`src/design/vpg_pkg.sv`:
```
// Constants and types of the video port global control block
package vpg_pkg;
   // Register subaddresses
   localparam logic [7:0] ADDR_CLK_TASK  = 8'h80;
   localparam logic [7:0] ADDR_EXP_PORT  = 8'h83;
   localparam logic [7:0] ADDR_SIG_SEL   = 8'h84;
   localparam logic [7:0] ADDR_FIFO_CTL  = 8'h86;
   localparam logic [7:0] ADDR_SW_RESET  = 8'h88;
   localparam logic [7:0] ADDR_FLAG_FORM = 8'h90;
   localparam logic [7:0] REG_RESET      = 8'h00;
   localparam logic [7:0] READ_UNMAPPED  = 8'h00;
   // Field positions
   localparam int BE_CLK_SEL_LSB  = 0;
   localparam int QUAL_MODE_BIT   = 2;
   localparam int QUAL_EXTENT_BIT = 3;
   localparam int TASK_A_EN_BIT   = 4;
   localparam int TASK_B_EN_BIT   = 5;
   localparam int TIMING_SRC_BIT  = 6;
   localparam int EXP_OE_LSB      = 0;
   localparam int READY_FUNC_BIT  = 2;
   localparam int EXP_PHASE_LSB   = 4;
   localparam int HREF_SEL_LSB    = 0;
   localparam int VREF_SEL_LSB    = 2;
   localparam int GP1_SEL_LSB     = 4;
   localparam int GP1_SEL_HI_BIT  = 4;
   localparam int EMPTY_LVL_LSB   = 0;
   localparam int FULL_LVL_LSB    = 2;
   localparam int SW_RESET_BIT    = 5;
   localparam int FIELD_FORM_BIT  = 6;
   localparam int TASK_FORM_BIT   = 7;
   // Back-end clock select codes
   localparam logic [1:0] BE_CLK_LLC  = 2'h0;
   localparam logic [1:0] BE_CLK_EXPANSION_PORT_CLOCK = 2'h1;
   localparam logic [1:0] BE_CLK_HALF = 2'h2;
   localparam logic [1:0] BE_CLK_IMAGE_PORT_CLOCK = 2'h3;
   // Expansion port output enable codes
   localparam logic [1:0] EXP_OE_OFF    = 2'h0;
   localparam logic [1:0] EXP_OE_ON     = 2'h1;
   localparam logic [1:0] EXP_OE_PINLOW = 2'h2;
   localparam logic [1:0] EXP_OE_PINHI  = 2'h3;
   // Horizontal and vertical reference codes
   localparam logic [1:0] HREF_GATE      = 2'h0;
   localparam logic [1:0] HREF_EXT_GATE  = 2'h1;
   localparam logic [1:0] HREF_PULSE     = 2'h2;
   localparam logic [1:0] HREF_EXT_PULSE = 2'h3;
   localparam logic [1:0] VREF_GATE      = 2'h0;
   localparam logic [1:0] VREF_INPUT     = 2'h1;
   localparam logic [1:0] VREF_GATE_PUL  = 2'h2;
   localparam logic [1:0] VREF_IN_PULSE  = 2'h3;
   // General-purpose pin 1 codes
   localparam logic [2:0] GP1_FIELD   = 3'h0;
   localparam logic [2:0] GP1_TASK    = 3'h1;
   localparam logic [2:0] GP1_SLICED  = 3'h2;
   localparam logic [2:0] GP1_ZERO    = 3'h3;
   localparam logic [2:0] GP1_FILLED  = 3'h4;
   localparam logic [2:0] GP1_OVERFLW = 3'h5;
   localparam logic [2:0] GP1_AFULL   = 3'h6;
   localparam logic [2:0] GP1_AEMPTY  = 3'h7;
   // FIFO level thresholds in dwords
   localparam logic [5:0] EMPTY_LT16 = 6'h10;
   localparam logic [5:0] EMPTY_LT8  = 6'h08;
   localparam logic [5:0] EMPTY_LT4  = 6'h04;
   localparam logic [5:0] FULL_GE16  = 6'h10;
   localparam logic [5:0] FULL_GE24  = 6'h18;
   localparam logic [5:0] FULL_GE28  = 6'h1c;
   localparam logic [5:0] FULL_32    = 6'h20;
   // Sampled pin indices
   localparam int SYNC_LLC  = 0;
   localparam int SYNC_EXPANSION_PORT_CLOCK = 1;
   localparam int SYNC_IMAGE_PORT_CLOCK = 2;
   localparam int SYNC_TRI  = 3;
   localparam int SYNC_W    = 4;
   // Expansion clock delay
   localparam int CORE_CLK_PERIOD_PS = 8000;
   localparam int EXP_CLK_DELAY_PS   = 3000;
   localparam int EXP_DELAY_RAW      = EXP_CLK_DELAY_PS / CORE_CLK_PERIOD_PS;
   localparam int EXP_DELAY_CYCLES   = (EXP_DELAY_RAW < 1) ? 1 : EXP_DELAY_RAW;

   typedef struct packed {
      logic       data_valid;
      logic       in_region;
      logic       h_gate;
      logic       h_ref_in;
      logic       in_window;
      logic       v_gate;
      logic       v_ref_in;
      logic       field_id;
      logic       slicer_field;
      logic       slicer_v;
      logic       task_flag;
      logic       sliced_flag;
      logic       ready;
      logic       fifo_almost_filled;
      logic       fifo_overflow;
      logic [5:0] fifo_level;
   } vpg_scaler_t;

   typedef struct packed {
      logic image_port_clock_output;
      logic image_data_qualifier;
      logic horizontal_reference_pin;
      logic vertical_reference_pin;
      logic general_purpose_pin_1;
      logic exp_clk;
      logic exp_oe;
      logic exp_ready_pin;
   } vpg_pins_t;
endpackage

```
`src/design/vpg_global_control.sv`:
```
// Global control of the image and expansion video ports
`timescale 1ns/100ps

// Notes on behaviour
// - Two-bit clock select: 00 line clock, 01 expansion clock, 10 half rate, 11 input
// - Qualifier mode 0 gives plain qualifier; 1 gives back-end clock gated by it
// - Extent 0 qualifies valid scaled data; 1 also every word outside region
// - Task A runs only while its enable bit is 1
// - Task B runs only while its enable bit is 1
// - Timing source 0 takes field and vertical from window; 1 from slicer
// - Software reset lives at bit 5 of subaddress 88H, not the global register
// - Expansion clock phase: default, inverted, delayed, inverted and delayed
// - Expansion output enable: off, on, pin low enables, pin high enables
// - Ready function 0 puts the task flag, 1 for task A, on the ready pin
// - Ready function 1 puts scaler ready on the pin; source sends only while high
// - Horizontal pin: gate, extended gate, gate edge pulse, extended edge pulse
// - Vertical pin: gate, input reference, gate pulse, input reference pulse
// - Pin 1 codes 0-3: field ID, task flag, sliced data flag, logic 0
// - Pin 1 codes 4-7: almost filled, overflow, almost full, almost empty
// - Field ID and task flag forms follow bits 6 and 7 of subaddress 90H on pin 1 only
// - Almost full and empty thresholds come from subaddress 86H
module vpg_global_control (
   input  wire logic                core_clk_i,
   input  wire logic                srst_i,
   input  wire logic [7:0]          reg_addr_i,
   input  wire logic                reg_wr_i,
   input  wire logic                reg_rd_i,
   input  wire logic [7:0]          reg_wdata_i,
   output logic      [7:0]          reg_rdata_o,
   input  wire logic                line_locked_clock_i,
   input  wire logic                expansion_port_clock_i,
   input  wire logic                image_port_clock_i,
   input  wire logic                exp_three_state_pin_i,
   input  wire vpg_pkg::vpg_scaler_t scaler_i,
   output vpg_pkg::vpg_pins_t       pins_o,
   output logic                     backend_clk_en_o,
   output logic                     task_a_enable_o,
   output logic                     task_b_enable_o,
   output logic                     software_reset_bit_o
);

   typedef struct packed {
      logic [7:0]                            clk_task;
      logic [7:0]                            exp_port;
      logic [7:0]                            sig_sel;
      logic [7:0]                            fifo_ctl;
      logic [7:0]                            sw_reset;
      logic [7:0]                            flag_form;
      logic [7:0]                            rdata;
      logic [vpg_pkg::SYNC_W-1:0]            sync1;
      logic [vpg_pkg::SYNC_W-1:0]            sync2;
      logic [vpg_pkg::SYNC_W-1:0]            sync3;
      logic [vpg_pkg::SYNC_W-1:0]            stable;
      logic                                  half_clk;
      logic                                  be_en;
      logic                                  h_prev;
      logic                                  h_ext_prev;
      logic                                  v_prev;
      logic                                  v_ref_prev;
      logic [vpg_pkg::EXP_DELAY_CYCLES-1:0]  exp_dly;
      logic                                  task_a_en;
      logic                                  task_b_en;
      vpg_pkg::vpg_pins_t                    pins;
   } vpg_state_t;

   vpg_state_t s_reg;
   vpg_state_t s_next;

   always_comb begin
      logic [vpg_pkg::SYNC_W-1:0] agree;
      logic [vpg_pkg::SYNC_W-1:0] rise;
      logic [1:0]                 be_sel;
      logic [1:0]                 oe_sel;
      logic [1:0]                 phase;
      logic [1:0]                 href_sel;
      logic [1:0]                 vref_sel;
      logic [2:0]                 gp1_sel;
      logic [1:0]                 empty_lvl;
      logic [1:0]                 full_lvl;
      logic                       be_clk_lvl;
      logic                       qual;
      logic                       h_ext;
      logic                       v_src;
      logic                       field_src;
      logic                       almost_full;
      logic                       almost_empty;
      logic                       expansion_port_clock_out;
      agree = '0;
      rise = '0;
      be_sel = '0;
      oe_sel = '0;
      phase = '0;
      href_sel = '0;
      vref_sel = '0;
      gp1_sel = '0;
      empty_lvl = '0;
      full_lvl = '0;
      be_clk_lvl = '0;
      qual = '0;
      h_ext = '0;
      v_src = '0;
      field_src = '0;
      almost_full = '0;
      almost_empty = '0;
      expansion_port_clock_out = '0;
      s_next = s_reg;

      // Register writes and read-back
      if (reg_wr_i) begin
         unique case (reg_addr_i)
            vpg_pkg::ADDR_CLK_TASK:  s_next.clk_task  = reg_wdata_i;
            vpg_pkg::ADDR_EXP_PORT:  s_next.exp_port  = reg_wdata_i;
            vpg_pkg::ADDR_SIG_SEL:   s_next.sig_sel   = reg_wdata_i;
            vpg_pkg::ADDR_FIFO_CTL:  s_next.fifo_ctl  = reg_wdata_i;
            vpg_pkg::ADDR_SW_RESET:  s_next.sw_reset  = reg_wdata_i;
            vpg_pkg::ADDR_FLAG_FORM: s_next.flag_form = reg_wdata_i;
            default: ;
         endcase
      end
      if (reg_rd_i) begin
         unique case (reg_addr_i)
            vpg_pkg::ADDR_CLK_TASK:  s_next.rdata = s_reg.clk_task;
            vpg_pkg::ADDR_EXP_PORT:  s_next.rdata = s_reg.exp_port;
            vpg_pkg::ADDR_SIG_SEL:   s_next.rdata = s_reg.sig_sel;
            vpg_pkg::ADDR_FIFO_CTL:  s_next.rdata = s_reg.fifo_ctl;
            vpg_pkg::ADDR_SW_RESET:  s_next.rdata = s_reg.sw_reset;
            vpg_pkg::ADDR_FLAG_FORM: s_next.rdata = s_reg.flag_form;
            default:                 s_next.rdata = vpg_pkg::READ_UNMAPPED;
         endcase
      end

      // Pin synchronisers; a change counts once stages two and three agree
      s_next.sync1  = {exp_three_state_pin_i, image_port_clock_i,
                       expansion_port_clock_i, line_locked_clock_i};
      s_next.sync2  = s_reg.sync1;
      s_next.sync3  = s_reg.sync2;
      agree         = ~(s_reg.sync2 ^ s_reg.sync3);
      s_next.stable = (agree & s_reg.sync3) | (~agree & s_reg.stable);
      rise          = s_next.stable & ~s_reg.stable;

      // Half-rate clock toggles on each line clock rising edge
      if (rise[vpg_pkg::SYNC_LLC]) begin
         s_next.half_clk = ~s_reg.half_clk;
      end

      // Back-end clock selection
      be_sel = s_reg.clk_task[vpg_pkg::BE_CLK_SEL_LSB +: 2];
      unique case (be_sel)
         vpg_pkg::BE_CLK_LLC: begin
            s_next.be_en = rise[vpg_pkg::SYNC_LLC];
            be_clk_lvl   = s_reg.stable[vpg_pkg::SYNC_LLC];
            s_next.pins.image_port_clock_output = s_reg.stable[vpg_pkg::SYNC_LLC];
         end
         vpg_pkg::BE_CLK_EXPANSION_PORT_CLOCK: begin
            s_next.be_en = rise[vpg_pkg::SYNC_EXPANSION_PORT_CLOCK];
            be_clk_lvl   = s_reg.stable[vpg_pkg::SYNC_EXPANSION_PORT_CLOCK];
            s_next.pins.image_port_clock_output = s_reg.stable[vpg_pkg::SYNC_EXPANSION_PORT_CLOCK];
         end
         vpg_pkg::BE_CLK_HALF: begin
            s_next.be_en = rise[vpg_pkg::SYNC_LLC] & ~s_reg.half_clk;
            be_clk_lvl   = s_reg.half_clk;
            s_next.pins.image_port_clock_output = s_reg.stable[vpg_pkg::SYNC_LLC];
         end
         vpg_pkg::BE_CLK_IMAGE_PORT_CLOCK: begin
            s_next.be_en = rise[vpg_pkg::SYNC_IMAGE_PORT_CLOCK];
            be_clk_lvl   = s_reg.stable[vpg_pkg::SYNC_IMAGE_PORT_CLOCK];
            s_next.pins.image_port_clock_output = 1'b0;
         end
      endcase

      // Task enables
      s_next.task_a_en = s_reg.clk_task[vpg_pkg::TASK_A_EN_BIT];
      s_next.task_b_en = s_reg.clk_task[vpg_pkg::TASK_B_EN_BIT];

      // Timing source for field and vertical
      field_src = s_reg.clk_task[vpg_pkg::TIMING_SRC_BIT] ?
                  scaler_i.slicer_field : scaler_i.field_id;
      v_src     = s_reg.clk_task[vpg_pkg::TIMING_SRC_BIT] ?
                  scaler_i.slicer_v : scaler_i.v_gate;

      // Data qualifier
      if (s_reg.clk_task[vpg_pkg::QUAL_EXTENT_BIT]) begin
         qual = scaler_i.in_region ? scaler_i.data_valid : 1'b1;
      end else begin
         qual = scaler_i.data_valid & scaler_i.in_region;
      end

      // Horizontal and vertical reference
      h_ext    = scaler_i.in_window ? scaler_i.h_gate : scaler_i.h_ref_in;
      href_sel = s_reg.sig_sel[vpg_pkg::HREF_SEL_LSB +: 2];
      vref_sel = s_reg.sig_sel[vpg_pkg::VREF_SEL_LSB +: 2];

      // FIFO flags against programmed thresholds
      empty_lvl = s_reg.fifo_ctl[vpg_pkg::EMPTY_LVL_LSB +: 2];
      full_lvl  = s_reg.fifo_ctl[vpg_pkg::FULL_LVL_LSB +: 2];
      unique case (empty_lvl)
         2'h0:    almost_empty = scaler_i.fifo_level < vpg_pkg::EMPTY_LT16;
         2'h1:    almost_empty = scaler_i.fifo_level < vpg_pkg::EMPTY_LT8;
         2'h2:    almost_empty = scaler_i.fifo_level < vpg_pkg::EMPTY_LT4;
         default: almost_empty = scaler_i.fifo_level == '0;
      endcase
      unique case (full_lvl)
         2'h0:    almost_full = scaler_i.fifo_level >= vpg_pkg::FULL_GE16;
         2'h1:    almost_full = scaler_i.fifo_level >= vpg_pkg::FULL_GE24;
         2'h2:    almost_full = scaler_i.fifo_level >= vpg_pkg::FULL_GE28;
         default: almost_full = scaler_i.fifo_level >= vpg_pkg::FULL_32;
      endcase
      gp1_sel = {s_reg.fifo_ctl[vpg_pkg::GP1_SEL_HI_BIT],
                 s_reg.sig_sel[vpg_pkg::GP1_SEL_LSB +: 2]};

      // Pins that follow the back-end clock
      if (s_reg.be_en) begin
         s_next.h_prev     = scaler_i.h_gate;
         s_next.h_ext_prev = h_ext;
         s_next.v_prev     = v_src;
         s_next.v_ref_prev = scaler_i.v_ref_in;
         s_next.pins.image_data_qualifier = qual;
         unique case (href_sel)
            vpg_pkg::HREF_GATE:      s_next.pins.horizontal_reference_pin = scaler_i.h_gate;
            vpg_pkg::HREF_EXT_GATE:  s_next.pins.horizontal_reference_pin = h_ext;
            vpg_pkg::HREF_PULSE:
               s_next.pins.horizontal_reference_pin = scaler_i.h_gate & ~s_reg.h_prev;
            vpg_pkg::HREF_EXT_PULSE:
               s_next.pins.horizontal_reference_pin = h_ext & ~s_reg.h_ext_prev;
         endcase
         unique case (vref_sel)
            vpg_pkg::VREF_GATE:     s_next.pins.vertical_reference_pin = v_src;
            vpg_pkg::VREF_INPUT:    s_next.pins.vertical_reference_pin = scaler_i.v_ref_in;
            vpg_pkg::VREF_GATE_PUL: s_next.pins.vertical_reference_pin = v_src & ~s_reg.v_prev;
            vpg_pkg::VREF_IN_PULSE:
               s_next.pins.vertical_reference_pin = scaler_i.v_ref_in & ~s_reg.v_ref_prev;
         endcase
         unique case (gp1_sel)
            vpg_pkg::GP1_FIELD:
               s_next.pins.general_purpose_pin_1 =
                  field_src ^ s_reg.flag_form[vpg_pkg::FIELD_FORM_BIT];
            vpg_pkg::GP1_TASK:
               s_next.pins.general_purpose_pin_1 =
                  scaler_i.task_flag ^ s_reg.flag_form[vpg_pkg::TASK_FORM_BIT];
            vpg_pkg::GP1_SLICED:  s_next.pins.general_purpose_pin_1 = scaler_i.sliced_flag;
            vpg_pkg::GP1_ZERO:    s_next.pins.general_purpose_pin_1 = 1'b0;
            vpg_pkg::GP1_FILLED:
               s_next.pins.general_purpose_pin_1 = scaler_i.fifo_almost_filled;
            vpg_pkg::GP1_OVERFLW: s_next.pins.general_purpose_pin_1 = scaler_i.fifo_overflow;
            vpg_pkg::GP1_AFULL:   s_next.pins.general_purpose_pin_1 = almost_full;
            vpg_pkg::GP1_AEMPTY:  s_next.pins.general_purpose_pin_1 = almost_empty;
         endcase
         s_next.pins.exp_ready_pin = s_reg.exp_port[vpg_pkg::READY_FUNC_BIT] ?
                                     scaler_i.ready :
                                     scaler_i.task_flag;
      end

      // Qualifier pin as plain level or gated back-end clock
      if (s_reg.clk_task[vpg_pkg::QUAL_MODE_BIT]) begin
         s_next.pins.image_data_qualifier = s_reg.pins.image_data_qualifier & be_clk_lvl;
         if (s_reg.be_en) begin
            s_next.pins.image_data_qualifier = qual & be_clk_lvl;
         end
      end

      // Expansion clock phase
      expansion_port_clock_out       = s_reg.stable[vpg_pkg::SYNC_EXPANSION_PORT_CLOCK];
      s_next.exp_dly = vpg_pkg::EXP_DELAY_CYCLES'({s_reg.exp_dly, expansion_port_clock_out});
      phase          = s_reg.exp_port[vpg_pkg::EXP_PHASE_LSB +: 2];
      s_next.pins.exp_clk = (phase[1] ? s_reg.exp_dly[vpg_pkg::EXP_DELAY_CYCLES-1] : expansion_port_clock_out)
                            ^ phase[0];

      // Expansion output enable
      oe_sel = s_reg.exp_port[vpg_pkg::EXP_OE_LSB +: 2];
      unique case (oe_sel)
         vpg_pkg::EXP_OE_OFF:    s_next.pins.exp_oe = 1'b0;
         vpg_pkg::EXP_OE_ON:     s_next.pins.exp_oe = 1'b1;
         vpg_pkg::EXP_OE_PINLOW: s_next.pins.exp_oe = ~s_reg.stable[vpg_pkg::SYNC_TRI];
         vpg_pkg::EXP_OE_PINHI:  s_next.pins.exp_oe = s_reg.stable[vpg_pkg::SYNC_TRI];
      endcase

      // Software reset clears the back-end pin state
      if (s_reg.sw_reset[vpg_pkg::SW_RESET_BIT]) begin
         s_next.pins.image_data_qualifier     = 1'b0;
         s_next.pins.horizontal_reference_pin = 1'b0;
         s_next.pins.vertical_reference_pin   = 1'b0;
         s_next.pins.general_purpose_pin_1    = 1'b0;
         s_next.pins.exp_ready_pin            = 1'b0;
         s_next.task_a_en                     = 1'b0;
         s_next.task_b_en                     = 1'b0;
      end
   end

   always_ff @(posedge core_clk_i) begin
      if (srst_i) begin
         s_reg          <= '0;
         s_reg.clk_task <= vpg_pkg::REG_RESET;
      end else begin
         s_reg <= s_next;
      end
   end

   assign reg_rdata_o          = s_reg.rdata;
   assign pins_o               = s_reg.pins;
   assign backend_clk_en_o     = s_reg.be_en;
   assign task_a_enable_o      = s_reg.task_a_en;
   assign task_b_enable_o      = s_reg.task_b_en;
   assign software_reset_bit_o = s_reg.sw_reset[vpg_pkg::SW_RESET_BIT];

endmodule

```
`config.mk`:
```
export PLATFORM = sky130hd
export DESIGN_NAME = vpg_global_control
export DESIGN_NICKNAME = d
export VERILOG_FILES = /design/src/design/vpg_pkg.sv /design/src/design/vpg_global_control.sv
export SDC_FILE = /design/constraint.sdc
export NUM_CORES = 1
export LEC_CHECK = 0
export BUFFER_PORTS_ARGS = -buffer_cell sky130_fd_sc_hd__buf_2
export CAP_MARGIN = 25
export CORE_ASPECT_RATIO = 0.6
export CORE_MARGIN = 3
export CORE_UTILIZATION = 56
export CTS_CLUSTER_SIZE = 24
export DETAILED_ROUTE_END_ITERATION = 8
export PLACE_DENSITY_LB_ADDON = 0.15
export SLEW_MARGIN = 0
export SYNTH_ARGS = -nofsm -noshare
export SYNTH_HDL_FRONTEND = slang
export SYNTH_SLANG_ARGS = --single-unit
```
`constraint.sdc`:
```
create_clock -name core_clk_i -period 1.5 [get_ports core_clk_i]
set_input_delay 0.15 -clock core_clk_i [delete_from_list [all_inputs] [get_ports core_clk_i]]
set_output_delay 0.15 -clock core_clk_i [all_outputs]
set_load 0.005 [all_outputs]
```
Word level (Yosys, flattened, before mapping)
Cells that the tools add are included.
{ "op_classes": {"n_lt_le_gt_ge": 7, "n_eq_ne": 29, "n_mux": 20, "bitwise_logic": 25, "n_reduce_logical": 17} }
{ "op_table": {"columns": ["operator", "n"], "rows": [
  ["$eq A8 B8 Y1 const B", 6],
  ["$pmux W8 S6", 1],
  ["$eq A2 B2 Y1 const B", 10],
  ["$pmux W1 S4", 5],
  ["$ge A6 B5 Y1 const B", 3],
  ["$eq A2 B1 Y1 const B", 6],
  ["$eq A3 B3 Y1 const B", 4],
  ["$logic_not A2 Y1", 6],
  ["$reduce_and A2 Y1", 6],
  ["$mux W1", 9],
  ["$pmux W1 S3", 3],
  ["$and A1 B1 Y1", 8],
  ["$and A4 B4 Y4", 2],
  ["$not A4 Y4", 2],
  ["$pmux W1 S8", 1],
  ["$eq A3 B2 Y1 const B", 2],
  ["$ge A6 B6 Y1 const B", 1],
  ["$logic_not A6 Y1", 1],
  ["$lt A6 B3 Y1 const B", 1],
  ["$lt A6 B4 Y1 const B", 1],
  ["$lt A6 B5 Y1 const B", 1],
  ["$not A1 Y1", 6],
  ["$mux W4", 1],
  ["$or A4 B4 Y4", 1],
  ["8 further kinds", 11]
]} }
{ "word_totals": {"ff_bits": 89, "inputBits": 45, "wordCells": 126} }

Depth between registers and ports, before layout
{ "logic_depth": {"depth_word": 8, "depth_mapped": 5, "depth_no_buf": 4} }

Worst setup path after synthesis
OpenSTA, ideal clock, no wires.
{ "synth_timing": {"path_type": "input to register", "start": "input reg_addr_i[0]", "end": "register s_reg[41] (netlist name)", "setup_time_ns": 0.128, "t_arrival_ns": 1.234, "required_time_ns": 1.372, "path_slack_ns": 0.138, "stages": 5, "path_cell_list": "nor2_1 buf_1 nand4_2 mux2i_1 nor2_1"} }
{ "synth_via": {"elab_chain_cells": 2} }
{ "synth_lines": {"columns": ["item", "line_no", "text"], "rows": [
  ["from (decl)", "vpg_global_control.sv:25", "input wire logic [7:0] reg_addr_i,"],
  ["$eq A8 B8 Y1", "vpg_global_control.sv:110", "unique case (reg_addr_i)"],
  ["$reduce_and A2 Y1 (no line)", null, null],
  ["to (signal assigned)", "vpg_global_control.sv:294", "s_reg <= s_next;"],
  ["to (decl)", "vpg_global_control.sv:66", "vpg_state_t s_reg;"]
]} }
No other way between the ends.
A chain may end at the register's enable or synchronous reset.

Worst setup path after layout
{ "layout_timing": {"start": "input reg_addr_i[3]", "end": "register s_reg, in the netlist reg_rdata_o[0]"} }
{ "layout_via": {"elab_chain_cells": 2} }
{ "layout_lines": {"columns": ["item", "line_no", "text"], "rows": [
  ["$eq A8 B8 Y1", "vpg_global_control.sv:121", "unique case (reg_addr_i)"],
  ["$pmux W8 S6 (*)", "vpg_global_control.sv:121", null]
]} }
Mark *: on every way between the ends. The rest lies on a longest branch, timed or not.

==> results.cfg <==
[status]
outcome = completed

[global_route]
grt_overflow = 0
grt_pass1_wl_mm = 14.5
grt_max_degree = 45
antenna_found_initial = 0
grt_usage = 0.234
grt_pass1_vias = 2807

[logic_synthesis]
syn_avg_cell_area_um2 = 9.87
async_reset_ff_frac = 0
yosysWarnings = 0
synth_cells = 388
synth.distinct_cells = 40
yosys_register_bits = 89
synth_nets = 433
synthesis.area_um2 = 3830
synthFlopType = dfxtp_1
seq_area_frac_synth = 0.465
synth-edff-count = 0

[sta]
hold_viol_final = 0
setup_viol = 0
slew_headroom = 0.696
finalCritPeriodShare = 0.854
fmax_mhz = 780
fin_ws_ps = 218
tns_ps = 0
slew_viol_final = 0
rsz0062_at_grt = no
skew_ps = 1.64
finalWorstPathRequiredPeriod_ps = 1280
worst_pin_slew_ps = 454

[critical_path]
worstSetupPathType = in2reg
crit_chain = buf_2 -> nor4b_2 -> nand2_1 -> o22a_1 -> a311oi_1
worstReg2RegEnd = pins_o[4]
r2r_cells = 4
r2r_setup_slack_ps = 240
cp.arrival_ps = 1510
timing.rr.start = s_reg[87]
slowest_stage = nor4b_2
slowest_delay_ps = 440
cp_max_fo = 8
setup.worst_path.end_class = flop
worstPathRequired_ps = 1730
startpoint_type = input port

[placed_design]
gp_congestion = 0.869
port_buffers = 64
dp.final_hpwl_mm = 6.61
place_ws_ps = -112
placed_area_um2 = 4190
dp.cells = 512

[die]
design.core.area_um2 = 6360
start_util = 0.603
dieHeight_um = 70.1
dieArea_um2 = 7900
die_w_um = 113
io_pins = 65
rows = 22

[route]
drtIter0Drc = 254
first_pass_iters = 4
ant_nets = 0
routedWlPerCell_um = 17.0
avgViaCountPerCell = 5.68
vias = 2999
drc = 0
wl_mm = 8.98

[clocking]
cts_tree = yes
clkLatencyLatePin_ps = 330
cts_buffers = 9
cts.sinks = 89
cts.clk_slew.worst_paths_ps = 60
cts_resized = 0
cts_setup_buffers = 0
cts_max_path_buffers = 2
clockRootBuffer = clkbuf_16
postCtsHoldBufs = 0
h-tree-depth = 3

[layout]
fin_cells = 528
layout-drive-gt1-share = 0.230
largest_reg_flops = 59
layout_common_cells = dfxtp_1 (88), nor2_1 (71), mux2i_1 (65)
synthToLayoutAreaGrowth_pct = 17.5
diodes = 0
final_nets = 484
final_common_cell = dfxtp_1
fin_area_um2 = 4500

[min_path]
whs_path_depth = 2
min_from = line_locked_clock_i
hold_end = s_next[25]
hold_class = in2reg

[pwr]
seq_power_share = 0.489
power.internal_mw = 3.92
combPwrFrac = 0.052
power_density_nw_per_um2 = 1090
power_leakage_nw = 2.14
p_sw_frac = 0.204
power.total_mw = 4.92
clockPowerShare = 0.460
switchingPower_mw = 1.01
ir_drop_v = 0.000826

[run]
maxCapViolCount = 0
-- power by group through the flow --
stage / registers (mW) / logic [mW] / clock network (mW)
after global routing: 2.41 / 0.279 / 2.38
after global placement: 2.46 / 0.246 / 0
final: 2.41 / 0.254 / 2.26
after detailed placement: 2.46 / 0.252 / 0
after CTS: 2.41 / 0.253 / 2.30
after floorplan: 2.45 / 0.136 / 0
-- worst max-delay path by stage --
stage	start	endpoint	slack [ps]	cells past startpoint
after floorplan	reg_addr_i[0]	s_reg[41]	140	5
after global placement	reg_addr_i[2]	reg_rdata_o[4]	-80	5
after detailed placement	reg_addr_i[3]	reg_rdata_o[0]	-110	5
after CTS	s_reg[87]	pins_o[4]	150	4
after global routing	s_reg[87]	pins_o[4]	70	4
final	reg_addr_i[3]	reg_rdata_o[0]	220	5
-- synth_stat cells (2+ instances only) --
library cell | n | area [um2]
nor2b_1 | 18 | 113
buf_1 | 2 | 7.51
and3_1 | 2 | 12.5
nand3b_1 | 3 | 22.5
and2_1 | 3 | 18.8
nand2_1 | 8 | 30.0
buf_4 | 17 | 128
clkbuf_1 | 15 | 56.3
a211oi_1 | 6 | 45.0
inv_1 | 4 | 15.0
a21oi_1 | 11 | 55.1
xor2_1 | 3 | 26.3
xnor2_1 | 2 | 17.5
buf_2 | 2 | 10.0
dfxtp_1 | 89 | 1780
o31ai_1 | 2 | 15.0
nand4_2 | 5 | 62.6
o22a_1 | 8 | 70.1
nor2_1 | 71 | 267
o21ai_0 | 8 | 40.0
nand4b_1 | 2 | 17.5
mux2i_1 | 65 | 651
a311oi_1 | 8 | 70.1
a22oi_1 | 16 | 120
a2111oi_0 | 3 | 26.3
-- per-stage QoR --
stage / hold WS (ps) / utilization
after CTS: 16.1 / 0.708
after floorplan: 278 / -
after global routing: 31.2 / 0.708
after global placement: 358 / 0.659
final: 26.9 / 0.708
after detailed placement: 365 / 0.659
-- layout make-up --
type                    instances  area (um2)
flip-flops and latches         89        1780
clock buffers                  14         274
inverters                       4        15.0
clock inverters                 2        35.0
well taps                      84         105
multi-input cells             258        1820
fillers                       492        1860
repair buffers                 77         468
-- worst max-delay path, delay by kind of cell --
kind,cells,cell delay (ps)
simple gates,2,730
compound gates,2,520
buf+inv,1,120
-- per-layer routing --
| layer | GRT usage | vias up | wire length [um] |
|---|---|---|---|
| met5 | 0 | - | 0 |
| met3 | 0.0641 | 12 | 907 |
| li1 | - | 1461 | - |
| met2 | 0.339 | 111 | 3700 |
| met1 | 0.338 | 1415 | 4240 |
| met4 | 0.0720 | 0 | 136 |
-- kinds of logic after synthesis --
family | share of synthesized area
xor+xnor | 0.0114
simple gates | 0.161
mux | 0.176
buf+inv | 0.0594
compound gates | 0.128
flops | 0.465
Note: power is estimated with default switching activity, not from simulation.
